File: config.mk
export PLATFORM = sky130hd
export DESIGN_NAME = tbu_transaction_type_filter
export DESIGN_NICKNAME = d
export VERILOG_FILES = /design/src/tbu_xact_pkg.sv /design/src/decide_if.sv /design/src/xact_decider.sv /design/src/tbu_transaction_type_filter.sv
export VERILOG_INCLUDE_DIRS = /design/src /design/src/src
export SDC_FILE = /design/constraint.sdc
export NUM_CORES = 1
export LEC_CHECK = 0
export BUFFER_PORTS_ARGS = -buffer_cell sky130_fd_sc_hd__buf_4
export CAP_MARGIN = 0
export CORE_ASPECT_RATIO = 2
export CORE_MARGIN = 5
export CORE_UTILIZATION = 30
export DETAILED_ROUTE_END_ITERATION = 16
export GPL_TIMING_DRIVEN = 0
export SETUP_SLACK_MARGIN = 0.5
export SYNTH_ARGS = -nofsm -noshare
export SYNTH_HDL_FRONTEND = slang
export SYNTH_SLANG_ARGS = --single-unit
File: constraint.sdc
create_clock -name mclk -period 2.7 [get_ports mclk]
set_input_delay 0.54 -clock mclk [delete_from_list [all_inputs] [get_ports mclk]]
set_output_delay 0.54 -clock mclk [all_outputs]
set_load 0.02 [all_outputs]
File: src/tbu_xact_defs.svh
// constants for the transaction type filter of the translation buffer unit
`ifndef TBU_XACT_DEFS_SVH
`define TBU_XACT_DEFS_SVH

// field widths
`define ADDR_W 48
`define SID_W 24
`define ID_W 8
`define STASH_W 18
`define ATOP_W 6

// memory type: normal write-back, read and write allocate
`define CACHE_WB_RWA 4'hf

// shareability domain codes
`define DOM_NONSH 2'h0
`define DOM_INNER 2'h1
`define DOM_OUTER 2'h2
`define DOM_SYS 2'h3

// snoop code of a plain non-snooping write
`define SNOOP_PLAIN 4'h0

// write and read response codes
`define RESP_OKAY 2'h0
`define RESP_SLVERR 2'h2

// protection bits kept for a translation prefetch (bit 1 only)
`define PROT_SPEC_MASK 3'h2

`endif

File: src/tbu_xact_pkg.sv
// types shared by the transaction type filter modules
`default_nettype none

package tbu_xact_pkg;

    // transaction kinds seen on the upstream and downstream ports
    typedef enum logic [4:0] {
        OP_READ,
        OP_WRITE,
        OP_WRITE_NOSNOOP,
        OP_WRITE_LINE_UNIQUE,
        OP_ATOMIC,
        OP_CLEAN_SHARED,
        OP_CLEAN_INVALID,
        OP_MAKE_INVALID,
        OP_CLEAN_SHARED_PERSIST,
        OP_RO_MAKE_INVALID,
        OP_RO_CLEAN_INVALID,
        OP_WU_PTL_STASH,
        OP_WU_FULL_STASH,
        OP_STASH_ONCE_SHARED,
        OP_STASH_ONCE_UNIQUE,
        OP_STASH_TRANSLATION
    } op_t;

    // translation result presented with each transaction
    typedef struct packed {
        logic perm_r;                        // read permission
        logic perm_w;                        // write permission
        logic perm_x;                        // execute permission
        logic destructive_read_permission;   // invalidate may stay
        logic cache_prefetch_permission;     // stash allowed
        logic stream_off_response;           // stream disabled
        logic global_off_response;           // translation globally off
        logic [3:0] cache;                   // translated memory type
        logic [1:0] dom;                     // translated shareability
    } xlate_t;

endpackage

`default_nettype wire

File: src/decide_if.sv
// decision bundle between the filter top and its type decider
`default_nettype none

interface decide_if;
    import tbu_xact_pkg::*;

    op_t op;          // upstream transaction kind
    xlate_t xl;       // translation result
    logic fin_shwb;   // final attributes shareable write-back
    logic fin_sh;     // final domain inner or outer
    op_t out_op;      // downstream transaction kind
    logic fault;      // translation fault
    logic local_end;  // completed inside the unit
    logic stash_zero; // stash fields forced to zero
    logic spec;       // translation request is speculative
    logic pf;         // prefetch into main translation cache
    logic cmo_attr;   // memory attributes replaced
    logic is_write;   // write-channel transaction

    modport decider (input op, xl, fin_shwb, fin_sh,
        output out_op, fault, local_end, stash_zero, spec, pf, cmo_attr,
        is_write);
    modport user (output op, xl, fin_shwb, fin_sh,
        input out_op, fault, local_end, stash_zero, spec, pf, cmo_attr,
        is_write);
endinterface

`default_nettype wire

File: src/xact_decider.sv
// decides fault, conversion and local termination per transaction
`default_nettype none

module xact_decider
(
    decide_if.decider d // decision bundle
);
    import tbu_xact_pkg::*;

    // class decode of the incoming kind
    wire cmo_rd = d.op inside {OP_CLEAN_SHARED, OP_CLEAN_INVALID,
        OP_MAKE_INVALID, OP_CLEAN_SHARED_PERSIST, OP_RO_MAKE_INVALID,
        OP_RO_CLEAN_INVALID};
    wire wr_stash = d.op inside {OP_WU_PTL_STASH, OP_WU_FULL_STASH};
    wire once = d.op inside {OP_STASH_ONCE_SHARED, OP_STASH_ONCE_UNIQUE};
    wire st_tr = d.op == OP_STASH_TRANSLATION;
    wire nofault = once | st_tr;
    wire need_rd = cmo_rd | (d.op == OP_READ);
    wire need_wr = wr_stash | (d.op inside {OP_WRITE, OP_WRITE_NOSNOOP,
        OP_WRITE_LINE_UNIQUE, OP_ATOMIC});
    // permission and disable terms
    wire rd_ok = d.xl.perm_r | d.xl.perm_x;
    wire perm_ok = need_rd ? rd_ok : (need_wr ? d.xl.perm_w : 1'b1);
    wire off = d.xl.stream_off_response | d.xl.global_off_response;
    wire any_perm = d.xl.perm_r | d.xl.perm_w | d.xl.perm_x;
    wire keep_inv = d.xl.perm_w & d.xl.destructive_read_permission;
    wire pf_ok = d.xl.cache_prefetch_permission;
    // stash once ends locally, disabled streams included
    wire once_end = once & (off | !pf_ok | !d.fin_shwb | !any_perm);

    assign d.fault = !nofault & (off | !perm_ok);
    assign d.local_end = d.fault | once_end | st_tr;
    assign d.stash_zero = wr_stash & (!pf_ok | !d.fin_shwb);
    assign d.spec = nofault;
    assign d.pf = st_tr & !off;
    assign d.cmo_attr = d.op inside {OP_CLEAN_SHARED, OP_CLEAN_INVALID,
        OP_MAKE_INVALID, OP_CLEAN_SHARED_PERSIST};
    assign d.is_write = need_wr | once | st_tr;

    // downstream kind, same as upstream unless converted
    always_comb
    begin
        d.out_op = d.op;
        unique case (d.op)
            OP_MAKE_INVALID:
                d.out_op = keep_inv ? OP_MAKE_INVALID
                    : OP_CLEAN_INVALID;
            OP_RO_MAKE_INVALID:
                d.out_op = !d.fin_shwb ? OP_READ
                    : (keep_inv ? OP_RO_MAKE_INVALID
                    : OP_RO_CLEAN_INVALID);
            OP_RO_CLEAN_INVALID:
                d.out_op = d.fin_shwb ? OP_RO_CLEAN_INVALID
                    : OP_READ;
            OP_WU_PTL_STASH, OP_WU_FULL_STASH:
                d.out_op = d.stash_zero ? OP_WRITE : d.op;
            OP_WRITE_LINE_UNIQUE:
                d.out_op = d.fin_sh ? d.op : OP_WRITE_NOSNOOP;
            default:
                d.out_op = d.op;
        endcase
    end
endmodule

`default_nettype wire

File: src/tbu_transaction_type_filter.sv
// transaction type filter between upstream and downstream ports
`include "tbu_xact_defs.svh"
`default_nettype none

// Behaviour
// - forward upstream transaction kind unchanged by default
// - non-shareable WriteLineUnique becomes WriteNoSnoop, snoop zero
// - cache maintenance and read-once kinds need read/execute
// - unique stash writes need write permission
// - maintenance ops get normal write-back allocate attributes
// - MakeInvalid becomes CleanInvalid without write plus destructive
// - ReadOnceMakeInvalid becomes ReadOnceCleanInvalid likewise
// - read-once invalidates become plain reads unless shareable WB
// - stash writes plain unless prefetch and shareable WB
// - downgraded stash writes drive stash fields zero
// - stash once and translation kinds never fault
// - their translation requests are speculative
// - stash once ends locally with OKAY unless permitted
// - any one of read, write, execute permits stash
// - disabled-stream stash once still answers OKAY
// - translation stash never forwarded, only prefetches
// - translation stash always answered OKAY
// - translation stash ignores protection bits zero and two
// - ports carry wakeup, atomic and stash fields
module tbu_transaction_type_filter
(
    input wire logic mclk,                          // core clock
    input wire logic arst_n,                        // async reset
    // upstream_slave_port request with its translation result
    input wire logic req_valid,                     // request present
    output logic req_ready,                         // request taken
    input wire tbu_xact_pkg::op_t req_op,           // transaction kind
    input wire logic [`ID_W-1:0] req_id,            // transaction id
    input wire logic [`SID_W-1:0] req_sid,          // stream id
    input wire logic [3:0] req_snoop,               // snoop code
    input wire logic [2:0] req_prot,                // protection
    input wire logic [`STASH_W-1:0] req_stash,      // stash fields
    input wire logic [`ATOP_W-1:0] req_atop,        // atomic opcode
    input wire logic req_wakeup,                    // wakeup level
    input wire tbu_xact_pkg::xlate_t xl,            // translation
    input wire logic [`ADDR_W-1:0] xl_addr,         // output address
    // translation_request_link qualifiers
    output logic tr_spec,                           // speculative
    output logic [2:0] tr_prot,                     // request prot
    // downstream_master_port request
    output logic dn_valid,                          // request present
    input wire logic dn_ready,                      // request taken
    output tbu_xact_pkg::op_t dn_op,                // transaction kind
    output logic [`ID_W-1:0] dn_id,                 // transaction id
    output logic [`ADDR_W-1:0] dn_addr,             // address
    output logic [3:0] dn_snoop,                    // snoop code
    output logic [3:0] dn_cache,                    // memory type
    output logic [1:0] dn_dom,                      // shareability
    output logic [2:0] dn_prot,                     // protection
    output logic [`STASH_W-1:0] dn_stash,           // stash fields
    output logic [`ATOP_W-1:0] dn_atop,             // atomic opcode
    output logic dn_wakeup,                         // wakeup level
    // local completion toward upstream
    output logic done_valid,                        // response present
    input wire logic done_ready,                    // response taken
    output logic done_write,                        // write response
    output logic [`ID_W-1:0] done_id,               // transaction id
    output logic [1:0] done_resp,                   // response code
    // fault report and prefetch notice
    output logic fault_valid,                       // fault pulse
    output logic [`SID_W-1:0] fault_sid,            // faulting stream
    output logic pf_valid,                          // prefetch pulse
    output logic [`SID_W-1:0] pf_sid                // prefetch stream
);
    import tbu_xact_pkg::*;

    // decision bundle and its decider
    decide_if dif();

    xact_decider u_decider
    (
        .d(dif)
    );

    // final attribute selection
    wire [1:0] fin_dom; // final shareability
    wire [3:0] fin_cache; // final memory type
    wire fin_wb; // final memory type write-back
    wire fin_sh; // final domain inner or outer

    // maintenance ops are never system shareable
    assign fin_dom = (dif.cmo_attr && xl.dom == `DOM_SYS) ? `DOM_OUTER
        : xl.dom;
    assign fin_cache = dif.cmo_attr ? `CACHE_WB_RWA : xl.cache;
    // modifiable, bufferable and some allocate hint marks write-back
    assign fin_wb = fin_cache[1] & fin_cache[0]
        & (fin_cache[3] | fin_cache[2]);
    assign fin_sh = (fin_dom == `DOM_INNER) || (fin_dom == `DOM_OUTER);

    // feed the decider
    assign dif.op = req_op;
    assign dif.xl = xl;
    assign dif.fin_shwb = fin_wb & fin_sh;
    assign dif.fin_sh = fin_sh;

    // translation request qualifiers
    assign tr_spec = req_valid & dif.spec;
    assign tr_prot = (req_op == OP_STASH_TRANSLATION)
        ? (req_prot & `PROT_SPEC_MASK) : req_prot;

    // output slot state
    logic dn_valid_q; // downstream slot full
    logic done_valid_q; // completion slot full
    wire dn_free = !dn_valid_q | dn_ready; // slot may be loaded
    wire done_free = !done_valid_q | done_ready; // slot may be loaded

    // steer the request to the slot it needs
    assign req_ready = dif.local_end ? done_free : dn_free;
    wire accept = req_valid & req_ready; // request taken this edge
    wire take_dn = accept & !dif.local_end;
    wire take_done = accept & dif.local_end;

    // downstream field values
    wire [3:0] snoop_out = (dif.out_op == OP_WRITE_NOSNOOP)
        ? `SNOOP_PLAIN : req_snoop;
    wire [`STASH_W-1:0] stash_out = dif.stash_zero
        ? {`STASH_W{1'b0}} : req_stash;
    wire [1:0] resp_out = dif.fault ? `RESP_SLVERR : `RESP_OKAY;

    // downstream payload registers
    op_t dn_op_q; // downstream kind
    logic [`ID_W-1:0] dn_id_q; // downstream id
    logic [`ADDR_W-1:0] dn_addr_q; // downstream address
    logic [3:0] dn_snoop_q; // downstream snoop
    logic [3:0] dn_cache_q; // downstream memory type
    logic [1:0] dn_dom_q; // downstream shareability
    logic [2:0] dn_prot_q; // downstream protection
    logic [`STASH_W-1:0] dn_stash_q; // downstream stash fields
    logic [`ATOP_W-1:0] dn_atop_q; // downstream atomic opcode
    logic dn_wakeup_q; // downstream wakeup

    // completion registers
    logic done_write_q; // write or read response
    logic [`ID_W-1:0] done_id_q; // response id
    logic [1:0] done_resp_q; // response code

    // report registers
    logic fault_q; // fault pulse
    logic [`SID_W-1:0] fault_sid_q; // fault stream
    logic pf_q; // prefetch pulse
    logic [`SID_W-1:0] pf_sid_q; // prefetch stream

    // downstream slot valid
    always_ff @(posedge mclk or negedge arst_n)
    begin
        if (!arst_n)
            dn_valid_q <= 1'b0;
        else if (dn_free)
            dn_valid_q <= take_dn;
    end

    // downstream payload, loaded with each forwarded request
    always_ff @(posedge mclk or negedge arst_n)
    begin
        if (!arst_n)
        begin
            dn_op_q <= OP_READ;
            dn_id_q <= '0;
            dn_addr_q <= '0;
            dn_snoop_q <= 4'h0;
            dn_cache_q <= 4'h0;
            dn_dom_q <= 2'h0;
            dn_prot_q <= 3'h0;
            dn_stash_q <= '0;
            dn_atop_q <= '0;
        end
        else if (take_dn)
        begin
            dn_op_q <= dif.out_op;
            dn_id_q <= req_id;
            dn_addr_q <= xl_addr;
            dn_snoop_q <= snoop_out;
            dn_cache_q <= fin_cache;
            dn_dom_q <= fin_dom;
            dn_prot_q <= req_prot;
            dn_stash_q <= stash_out;
            dn_atop_q <= req_atop;
        end
    end

    // wakeup level passes straight through one flop
    always_ff @(posedge mclk or negedge arst_n)
    begin
        if (!arst_n)
            dn_wakeup_q <= 1'b0;
        else
            dn_wakeup_q <= req_wakeup;
    end

    // completion slot valid
    always_ff @(posedge mclk or negedge arst_n)
    begin
        if (!arst_n)
            done_valid_q <= 1'b0;
        else if (done_free)
            done_valid_q <= take_done;
    end

    // completion payload
    always_ff @(posedge mclk or negedge arst_n)
    begin
        if (!arst_n)
        begin
            done_write_q <= 1'b0;
            done_id_q <= '0;
            done_resp_q <= 2'h0;
        end
        else if (take_done)
        begin
            done_write_q <= dif.is_write;
            done_id_q <= req_id;
            done_resp_q <= resp_out;
        end
    end

    // fault and prefetch pulses
    always_ff @(posedge mclk or negedge arst_n)
    begin
        if (!arst_n)
        begin
            fault_q <= 1'b0;
            pf_q <= 1'b0;
        end
        else
        begin
            fault_q <= accept & dif.fault;
            pf_q <= accept & dif.pf;
        end
    end

    // stream ids that go with the pulses
    always_ff @(posedge mclk or negedge arst_n)
    begin
        if (!arst_n)
        begin
            fault_sid_q <= '0;
            pf_sid_q <= '0;
        end
        else if (accept)
        begin
            fault_sid_q <= req_sid;
            pf_sid_q <= req_sid;
        end
    end

    // outputs straight from the registers
    assign dn_valid = dn_valid_q;
    assign dn_op = dn_op_q;
    assign dn_id = dn_id_q;
    assign dn_addr = dn_addr_q;
    assign dn_snoop = dn_snoop_q;
    assign dn_cache = dn_cache_q;
    assign dn_dom = dn_dom_q;
    assign dn_prot = dn_prot_q;
    assign dn_stash = dn_stash_q;
    assign dn_atop = dn_atop_q;
    assign dn_wakeup = dn_wakeup_q;
    assign done_valid = done_valid_q;
    assign done_write = done_write_q;
    assign done_id = done_id_q;
    assign done_resp = done_resp_q;
    assign fault_valid = fault_q;
    assign fault_sid = fault_sid_q;
    assign pf_valid = pf_q;
    assign pf_sid = pf_sid_q;

    wire off_in = xl.stream_off_response | xl.global_off_response;
endmodule

`default_nettype wire

[Word-level counts from Yosys, hierarchy flattened]
Index checks and enable logic that the tools add are counted.
Word-level totals
  logic and storage cells: 104
  input port bits: 135
  output and inout port bits: 167
  bits in registers: 138
Operators by class
  equality and inequality tests: 19
  bitwise logic cells: 33
  reductions and logical operators: 18
  mux-type cells: 16
Operators with widths (number)
  == test 5 x 4 -> 1 bit, second input constant: 8
  case mux 5 bit (5 select lines): 1
  == test 5 x 3 -> 1 bit, second input constant: 4
  bitwise OR 1 bit: 19
  two-way mux 18 bit: 1
  == test 5 x 2 -> 1 bit, second input constant: 3
  two-way mux 5 bit: 3
  AND 1 bit: 14
  two-way mux 4 bit: 3
  zero test 1 bit: 9
  nonzero test 4 bit: 2
  two-way mux 2 bit: 3
  nonzero test 6 bit: 1
  == test 5 x 1 -> 1 bit, second input constant: 1
  zero test 5 bit: 1
  == test 2 bit, second input constant: 2
  two-way mux 1 bit: 4
  nonzero test 2 bit: 2
  two-way mux 3 bit: 1
  == test 2 x 1 -> 1 bit, second input constant: 1
  OR reduction 2 bit: 1
  logical AND 1 bit: 1
  logical OR 1 bit: 1

[Depth between registers and ports, before layout]
Gate-level depths: netlist (run 1).
  depth after elaboration: 16
  mapped depth: 10
  depth with buffers taken out: 7

[Hierarchy]
From an unflattened synthesis (run 1), not the netlist that was laid out.
Second synthesis, totals
  cells, all modules: 430
  area, all modules: 5962.0 µm²
Modules (own cells, without submodules)
  tbu_transaction_type_filter: instances 1, sequential area each 3428.3 µm², area each 5610.4 µm², cells an instance 370
  xact_decider: instances 1, sequential area each 0.0 µm², area each 351.6 µm², cells an instance 60

[Least setup slack after synthesis (run 1)]
No wires, ideal clock.
  path type: input to register
  start: input port req_op[0]
  end: register fault_sid_q[10], in the netlist fault_sid[10]
  stages: 9
  required time: 2.575 ns
  slack: 0.147 ns
  data arrival time: 2.428 ns
  cell sequence: o21bai_2 -> mux2_4 -> a211oi_2 -> or2_2 -> o2bb2ai_1 -> or3b_1 -> buf_6 -> buf_6 -> mux2_4
On the way
  cells in the longest elaborated chain, start to end: 15
Ends and longest elaborated chain
  start: declaration: RTL line tbu_transaction_type_filter.sv:32  | input wire tbu_xact_pkg::op_t req_op,
  == test 5 x 3 -> 1 bit or == test 5 x 4 -> 1 bit (tied branches): RTL line xact_decider.sv:11, xact_decider.sv:36
  nonzero test 4 bit: RTL line xact_decider.sv:36  | assign d.cmo_attr = d.op inside {OP_CLEAN_SHARED, OP_CLEAN_INVALID,
  logical AND 1 bit (no source line)
  two-way mux 2 bit: RTL line tbu_transaction_type_filter.sv:87  | assign fin_dom = (dif.cmo_attr && xl.dom == `DOM_SYS) ? `DOM_OUTER
  == test 2 x 1 -> 1 bit (no source line) or == test 2 bit (tied branches)
  logical OR 1 bit: RTL line tbu_transaction_type_filter.sv:93  | assign fin_sh = (fin_dom == `DOM_INNER) || (fin_dom == `DOM_OUTER);
  AND 1 bit: RTL line tbu_transaction_type_filter.sv:98  | assign dif.fin_shwb = fin_wb & fin_sh;
  zero test 1 bit: RTL line xact_decider.sv:29  | wire once_end = once & (off | !pf_ok | !d.fin_shwb | !any_perm);
  bitwise OR 1 bit (2 in series): RTL line xact_decider.sv:29
  AND 1 bit: RTL line xact_decider.sv:29
  bitwise OR 1 bit: RTL line xact_decider.sv:32  | assign d.local_end = d.fault | once_end | st_tr;
  bitwise OR 1 bit (*): RTL line xact_decider.sv:32
  two-way mux 1 bit (*): RTL line tbu_transaction_type_filter.sv:113  | assign req_ready = dif.local_end ? done_free : dn_free;
  AND 1 bit (*): RTL line tbu_transaction_type_filter.sv:114  | wire accept = req_valid & req_ready;
  end signal: assignment: RTL line tbu_transaction_type_filter.sv:246  | fault_sid_q <= req_sid;
  end: declaration: RTL line tbu_transaction_type_filter.sv:144  | logic [`SID_W-1:0] fault_sid_q;
Mark *: on every way between the ends. The rest lies on a longest branch, timed or not.
A chain may end at the register's enable or synchronous reset.

[Worst setup path after layout (run 1)]
  start: input port req_op[1]
  end: register fault_sid_q[11], in the netlist fault_sid[11]
The elaborated chain is that of the path after synthesis.

==> results_dict.tcl, run 1 <==
set metrics [dict create \
    status "complete, no violations" \
    cp-start-kind "input port" \
    ctsHoldBuffers 0 \
    finalCriticalPeriod_ns 2.57 \
    grt_pass1_vias 5518 \
    endpoint_kind "flop" \
    wl_per_cell_um 17.3 \
    syn_to_final_growth_pct 62.3 \
    worst_pin_slew_ns 0.655 \
    drive_gt1_share_pct 48.9 \
    fin_util_pct 49.6 \
    chipHeight_um 209 \
    synth_top_area_cell "dfrtp_1" \
    synth_top_area_share_pct 58.0 \
    cts-root-buf "clkbuf_16" \
    htree_levels 4 \
    ys_async_sr_fraction_pct 100 \
    worst_slack_ns 0.126 \
    numCtsBuffers 17 \
    maxCapViolCount 0 \
    gp_congestion 0.861 \
    worstPathArrival_ns 2.87 \
    grt_max_degree 72 \
    io_pins 302 \
    finalSetupViolCount 0 \
    ys_seq_elements 137 \
    synth_most_common_cell "nand2_1" \
    wl_um 20900 \
    drtPass1Iterations 4 \
    synth-main-ff-cell "dfrtp_1" \
    synth_fp_nets 735 \
    slew_headroom_pct 56.4 \
    cts_tree "yes" \
    postSynthCellCount 600 \
    start_util_pct 30.5 \
    synth_edf_count 0 \
    track_usage_pct 18.1 \
    synthTopCellsByCount "253 x nand2_1, 137 x dfrtp_1, 27 x buf_4" \
    required_ns 2.99 \
    postLayoutCellArea_um2 9600 \
    cp_max_fo 8 \
    clock-skew-final_ns 0.0104 \
    leakage_uw 0.00507 \
    clk_latency_ns 0.42 \
    dpl_cell_area_um2 8560 \
    final-max-slew-violation-count 0 \
    die_w_um 109 \
    power_density_nw_per_um2 796 \
    hp-class "in -> async" \
    clkTransAtPathRegs_ns 0.06 \
    antenna_cells 0 \
    antenna_found_initial 0 \
    cts_buffer_depth 2 \
    viasPerCell 4.40 \
    avgSynthCellArea_um2 9.85 \
    yosysUniqueCellTypes 49 \
    pre_cts_slack_ns -0.290 \
    grt_pass1_wl_um 31100 \
    ant_nets 0 \
    cts.sinks 137 \
    port_buffers 300 \
    synth.area.top_cells "dfrtp_1 58%, nand2_1 16%, mux2_4 5.3%" \
    rows 72 \
    timing.final.hold_violations 0 \
    ir_worst_vdd_mv 0.405 \
    grt-ovfl-total 0 \
    rsz0062_at_grt "yes" \
    dp_hpwl_um 15900 \
    path_class "in -> reg" \
    syn-cell-area_um2 5910 \
    drt_iter0_drc 196 \
    dieArea_um2 22800 \
    drc 0 \
    post-route-period-util_pct 95.4 \
    yosysSeqAreaShare_pct 58.0 \
    ys_warn_count 0 \
    fin_nets 1072 \
    via_count 5317 \
    fmax_mhz 388 \
    core-area_um2 19400 \
]
==> cell usage in the layout (no fill, tap or decap), types with 5 or more instances in the layout <==
cell type,synthesis,routed
clkbuf_16,0,19
nand2_1,253,251
buf_4,27,334
nor2_4,0,5
nand3_1,18,18
dfrtp_1,137,137
buf_6,4,9
nor2_1,19,16
mux2_4,21,25
buf_2,9,10
nor3_1,7,7
buf_8,0,5
o21ai_0,12,12
inv_1,7,7
clkbuf_2,0,5
mux2_2,9,9
==> cell type report <==
cell class	instances	area (µm²)
fillers	1856	9770
flip-flops and latches	137	3430
repair buffers	318	2490
multi-input cells	401	2320
clock buffers	21	450
plain buffers	55	439
well taps	259	324
clock inverters	11	124
inverters	7	26.3
==> registers in the layout (all words and copies together) (netlist names) <==
register / cells
pf_valid: 1
dn_addr: 48
dn_atop: 6
done_resp: 1
dn_prot: 3
dn_op: 5
dn_id: 8
done_write: 1
done_valid: 1
done_id: 8
dn_stash: 18
fault_valid: 1
dn_snoop: 4
dn_wakeup: 1
dn_dom: 2
fault_sid: 24
dn_cache: 4
dn_valid: 1
==> what timing repair did <==
action / 4_1_cts / 5_1_grt
buffers inserted: 3 / 12
gates cloned: 0 / 2
gates resized for setup: 31 / 51
endpoints found under the setup margin: 125 / 126
hold endpoints to repair: 0 / 0
pin swaps: 9 / 13
==> report_power, final <==
group / internal [µW] / switching, µW
logic: 1200 / 1410
clock network: 1380 / 888
registers: 2500 / 260
total: 5080 / 2550
==> per-layer routing <==
metal	vias to the layer above	global-route usage (%)	routed length, µm
met4	0	9.13	968
li1	2581	-	-
met2	200	32.5	11500
met3	45	4.50	1180
met1	2491	19.0	7290
met5	-	0	0
==> worst max-delay path: stages <==
cell	delay, ns
buf_8	0.11
o21bai_4	0.18
mux2_4	0.35
a211oi_4	0.29
or2_4	0.18
o2bb2ai_4	0.07
buf_4	0.13
or3b_4	0.39
buf_12	0.17
clkbuf_16	0.16
mux2_4	0.29
==> stage by stage <==
stage	hold slack, ns	setup TNS (ns)	cells	power (µW)
after global placement	0.453	-18.38	1159	5280
after CTS	0.120	0	1195	7670
after detailed placement	0.457	-21.24	1160	5330
after global routing	0.145	0	1209	8050
after floorplan	0.244	0	600	4030
final	0.109	0	1209	7640
==> kinds of logic after synthesis <==
group | after synthesis | synth area share (%)
AOI/OAI and AO/OA | 42 | 5.23
and+or+nand+nor | 321 | 22.1
buffers and inverters | 62 | 6.35
DFF | 137 | 58.0
other | 1 | 0.0634
xor gates and xnor gates | 2 | 0.296
muxes | 35 | 7.98
==> final timing paths <==
path                                    startpoint                         to  slack, ns  depth (start not counted)
setup reg to reg            done_valid$_DFFE_PN0N_  fault_sid[11]$_DFFE_PN0N_       0.59                          8
min in group mclk                       req_wakeup        dn_wakeup$_DFF_PN0_       0.23                          1
hold reg to reg            dn_stash[2]$_DFFE_PN0P_    dn_stash[2]$_DFFE_PN0P_       0.46                          2
setup / recovery                         req_op[1]  fault_sid[11]$_DFFE_PN0N_       0.13                         11
max in group asynchronous                   arst_n       dn_id[0]$_DFFE_PN0P_       1.79                          2
hold / removal                              arst_n   dn_stash[16]$_DFFE_PN0P_       0.11                          1
(Power assumes the default switching activity.)
==> run 2: changes to the inputs <==
Settings changed: REMOVE_ABC_BUFFERS set to 1.
==> run 2 against run 1 <==
  * Cell area is 4.6% lower
  * Register-to-register slack better by 0.11 ns
  * Via count is 5.0% lower
  * Global-route usage is 1.2 points lower
  * Combinational power is 6% lower
  * Worst setup slack better by 0.049 ns
  * Die area stayed put
  * Worst hold slack better by 0.041 ns
  * Highest routed layer unchanged
  * Clock-buffer cell count is 2 lower
==> results_dict.tcl, run 2 (synthesis results as in run 1) <==
set metrics [dict create \
    rows 72 \
    chipHeight_um 209 \
    finalCriticalPeriod_ns 2.53 \
    worstPathArrival_ns 1.99 \
    switching_share_pct 34.3 \
    cp_slowest_cell "mux2_4" \
    stdcell_count 1152 \
    port_buffers 300 \
    io_pins 302 \
    p_total_uw 7410 \
    dp_hpwl_um 14700 \
    worst_hold_slack_ns 0.151 \
    reg2reg_slack_ns 0.70 \
    pwr-share-comb_pct 33.0 \
    post-route-period-util_pct 93.5 \
    slew_headroom_pct 43.8 \
    drc 0 \
    core-area_um2 19400 \
    via_count 5051 \
    cp_cell_sequence "buf_12 -> o21bai_4 -> mux2_4 -> a211oi_4 -> or2_4 -> o2bb2ai_4 -> nor2_2 -> buf_6" \
    antenna_cells 0 \
    fin_nets 1015 \
    rsz0062_at_grt "yes" \
    wl_um 19900 \
    power_density_nw_per_um2 810 \
    timing.final.hold_violations 0 \
    required_ns 2.16 \
    cp-start-kind "input port" \
    maxCapViolCount 0 \
    layout.cells.most_common "buf_4" \
    cts.sinks 137 \
    drive_gt1_share_pct 45.8 \
    hp-class "in -> async" \
    dieArea_um2 22800 \
    die_w_um 109 \
    wl_per_cell_um 17.2 \
    reg2reg_depth 5 \
    cts-root-buf "clkbuf_16" \
    clock-skew-final_ns 0.0101 \
    crit_buf_inv 2 \
    numCtsBuffers 17 \
    drt_iter0_drc 145 \
    ir_worst_vdd_mv 0.355 \
    largest_reg_flops 48 \
    grt_max_degree 82 \
    drtPass1Iterations 4 \
    status "complete, no violations" \
    cts_buffer_depth 2 \
    path_class "in -> out" \
    clkTransAtPathRegs_ns 0.07 \
    grt_pass1_vias 4908 \
    ant_nets 0 \
    dp_cells 1111 \
    worst_pin_slew_ns 0.840 \
    seqPwrFrac_pct 37.1 \
    grt-ovfl-total 0 \
    htree_levels 4 \
    path_delay_family "compound AO/OA/AOI/OAI gates" \
    fmax_mhz 396 \
    gp_congestion 0.823 \
    crit_cells 8 \
    syn_to_final_growth_pct 54.9 \
    clk_latency_ns 0.42 \
    cp_max_fo 7 \
    start_util_pct 30.5 \
    track_usage_pct 16.9 \
    most-common-layout-cells "302 x buf_4, 252 x nand2_1, 137 x dfrtp_1" \
    slowest_delay_ns 0.34 \
    endpoint_kind "output pin" \
    finalSetupViolCount 0 \
    power_switching_uw 2540 \
    cts_tree "yes" \
    grt_pass1_wl_um 28700 \
    clockPowerShare_pct 29.8 \
    leakage_uw 0.00476 \
    final-max-slew-violation-count 0 \
    viasPerCell 4.38 \
    fin_util_pct 47.3 \
    antenna_found_initial 0 \
    p_int_uw 4870 \
]
run 2: what timing repair did:
item	CTS	global route
cloned	0	1
gates resized for setup	27	16
pin swaps	8	10
hold buffers	0	0
buffers inserted	6	2
setup endpoints to repair	135	98
run 2: stage by stage:
| step | TNS [ns] | instance area (µm²) | setup WS (ns) |
|---|---|---|---|
| 6_report | 0 | 9160 | 0.175 |
| 5_1_grt | 0 | 9160 | 0.101 |
| 4_1_cts | 0 | 9040 | 0.128 |
| 3_5_place_dp | -41.78 | 8300 | -0.716 |
| 3_3_place_gp | -811.65 | 8140 | -9.05 |
| 2_1_floorplan | -386.52 | 5560 | -4.39 |
run 2: area by class of cell:
class / instances / area (µm²)
Inverter: 7 / 26.3
Clock inverter: 13 / 119
Clock buffer: 19 / 443
Sequential cell: 137 / 3430
Tap cell: 259 / 324
Fill cell: 1917 / 10200
Multi-Input combinational cell: 402 / 2310
Timing Repair Buffer: 315 / 2500
run 2: final timing paths:
check,from,end
setup / recovery,req_op[1],req_ready
hold / removal,arst_n,dn_snoop[0]$_DFFE_PN0P_
setup reg to reg,done_valid$_DFFE_PN0N_,fault_sid[23]$_DFFE_PN0N_
hold reg to reg,dn_stash[17]$_DFFE_PN0P_,dn_stash[17]$_DFFE_PN0P_
max in group asynchronous,arst_n,fault_sid[8]$_DFFE_PN0N_
min in group mclk,req_wakeup,dn_wakeup$_DFF_PN0_
run 2: power groups by stage:
stage / logic [µW] / registers (µW) / clock network, µW
floorplan: 519 / 3400 / 0
global placement: 2420 / 2770 / 0
detailed placement: 2440 / 2790 / 0
CTS: 2470 / 2750 / 2300
global route: 2620 / 2810 / 2390
finish: 2450 / 2750 / 2210
run 2: routing by layer:
metal / share of wire (%) / vias to the layer above / wire [µm] / GRT usage (%)
li1: - / 2466 / - / -
met1: 35 / 2383 / 7020 / 18.3
met2: 56 / 169 / 11200 / 30.9
met3: 5.2 / 33 / 1040 / 3.16
met4: 3.2 / 0 / 643 / 7.88
met5: 0 / - / 0 / 0
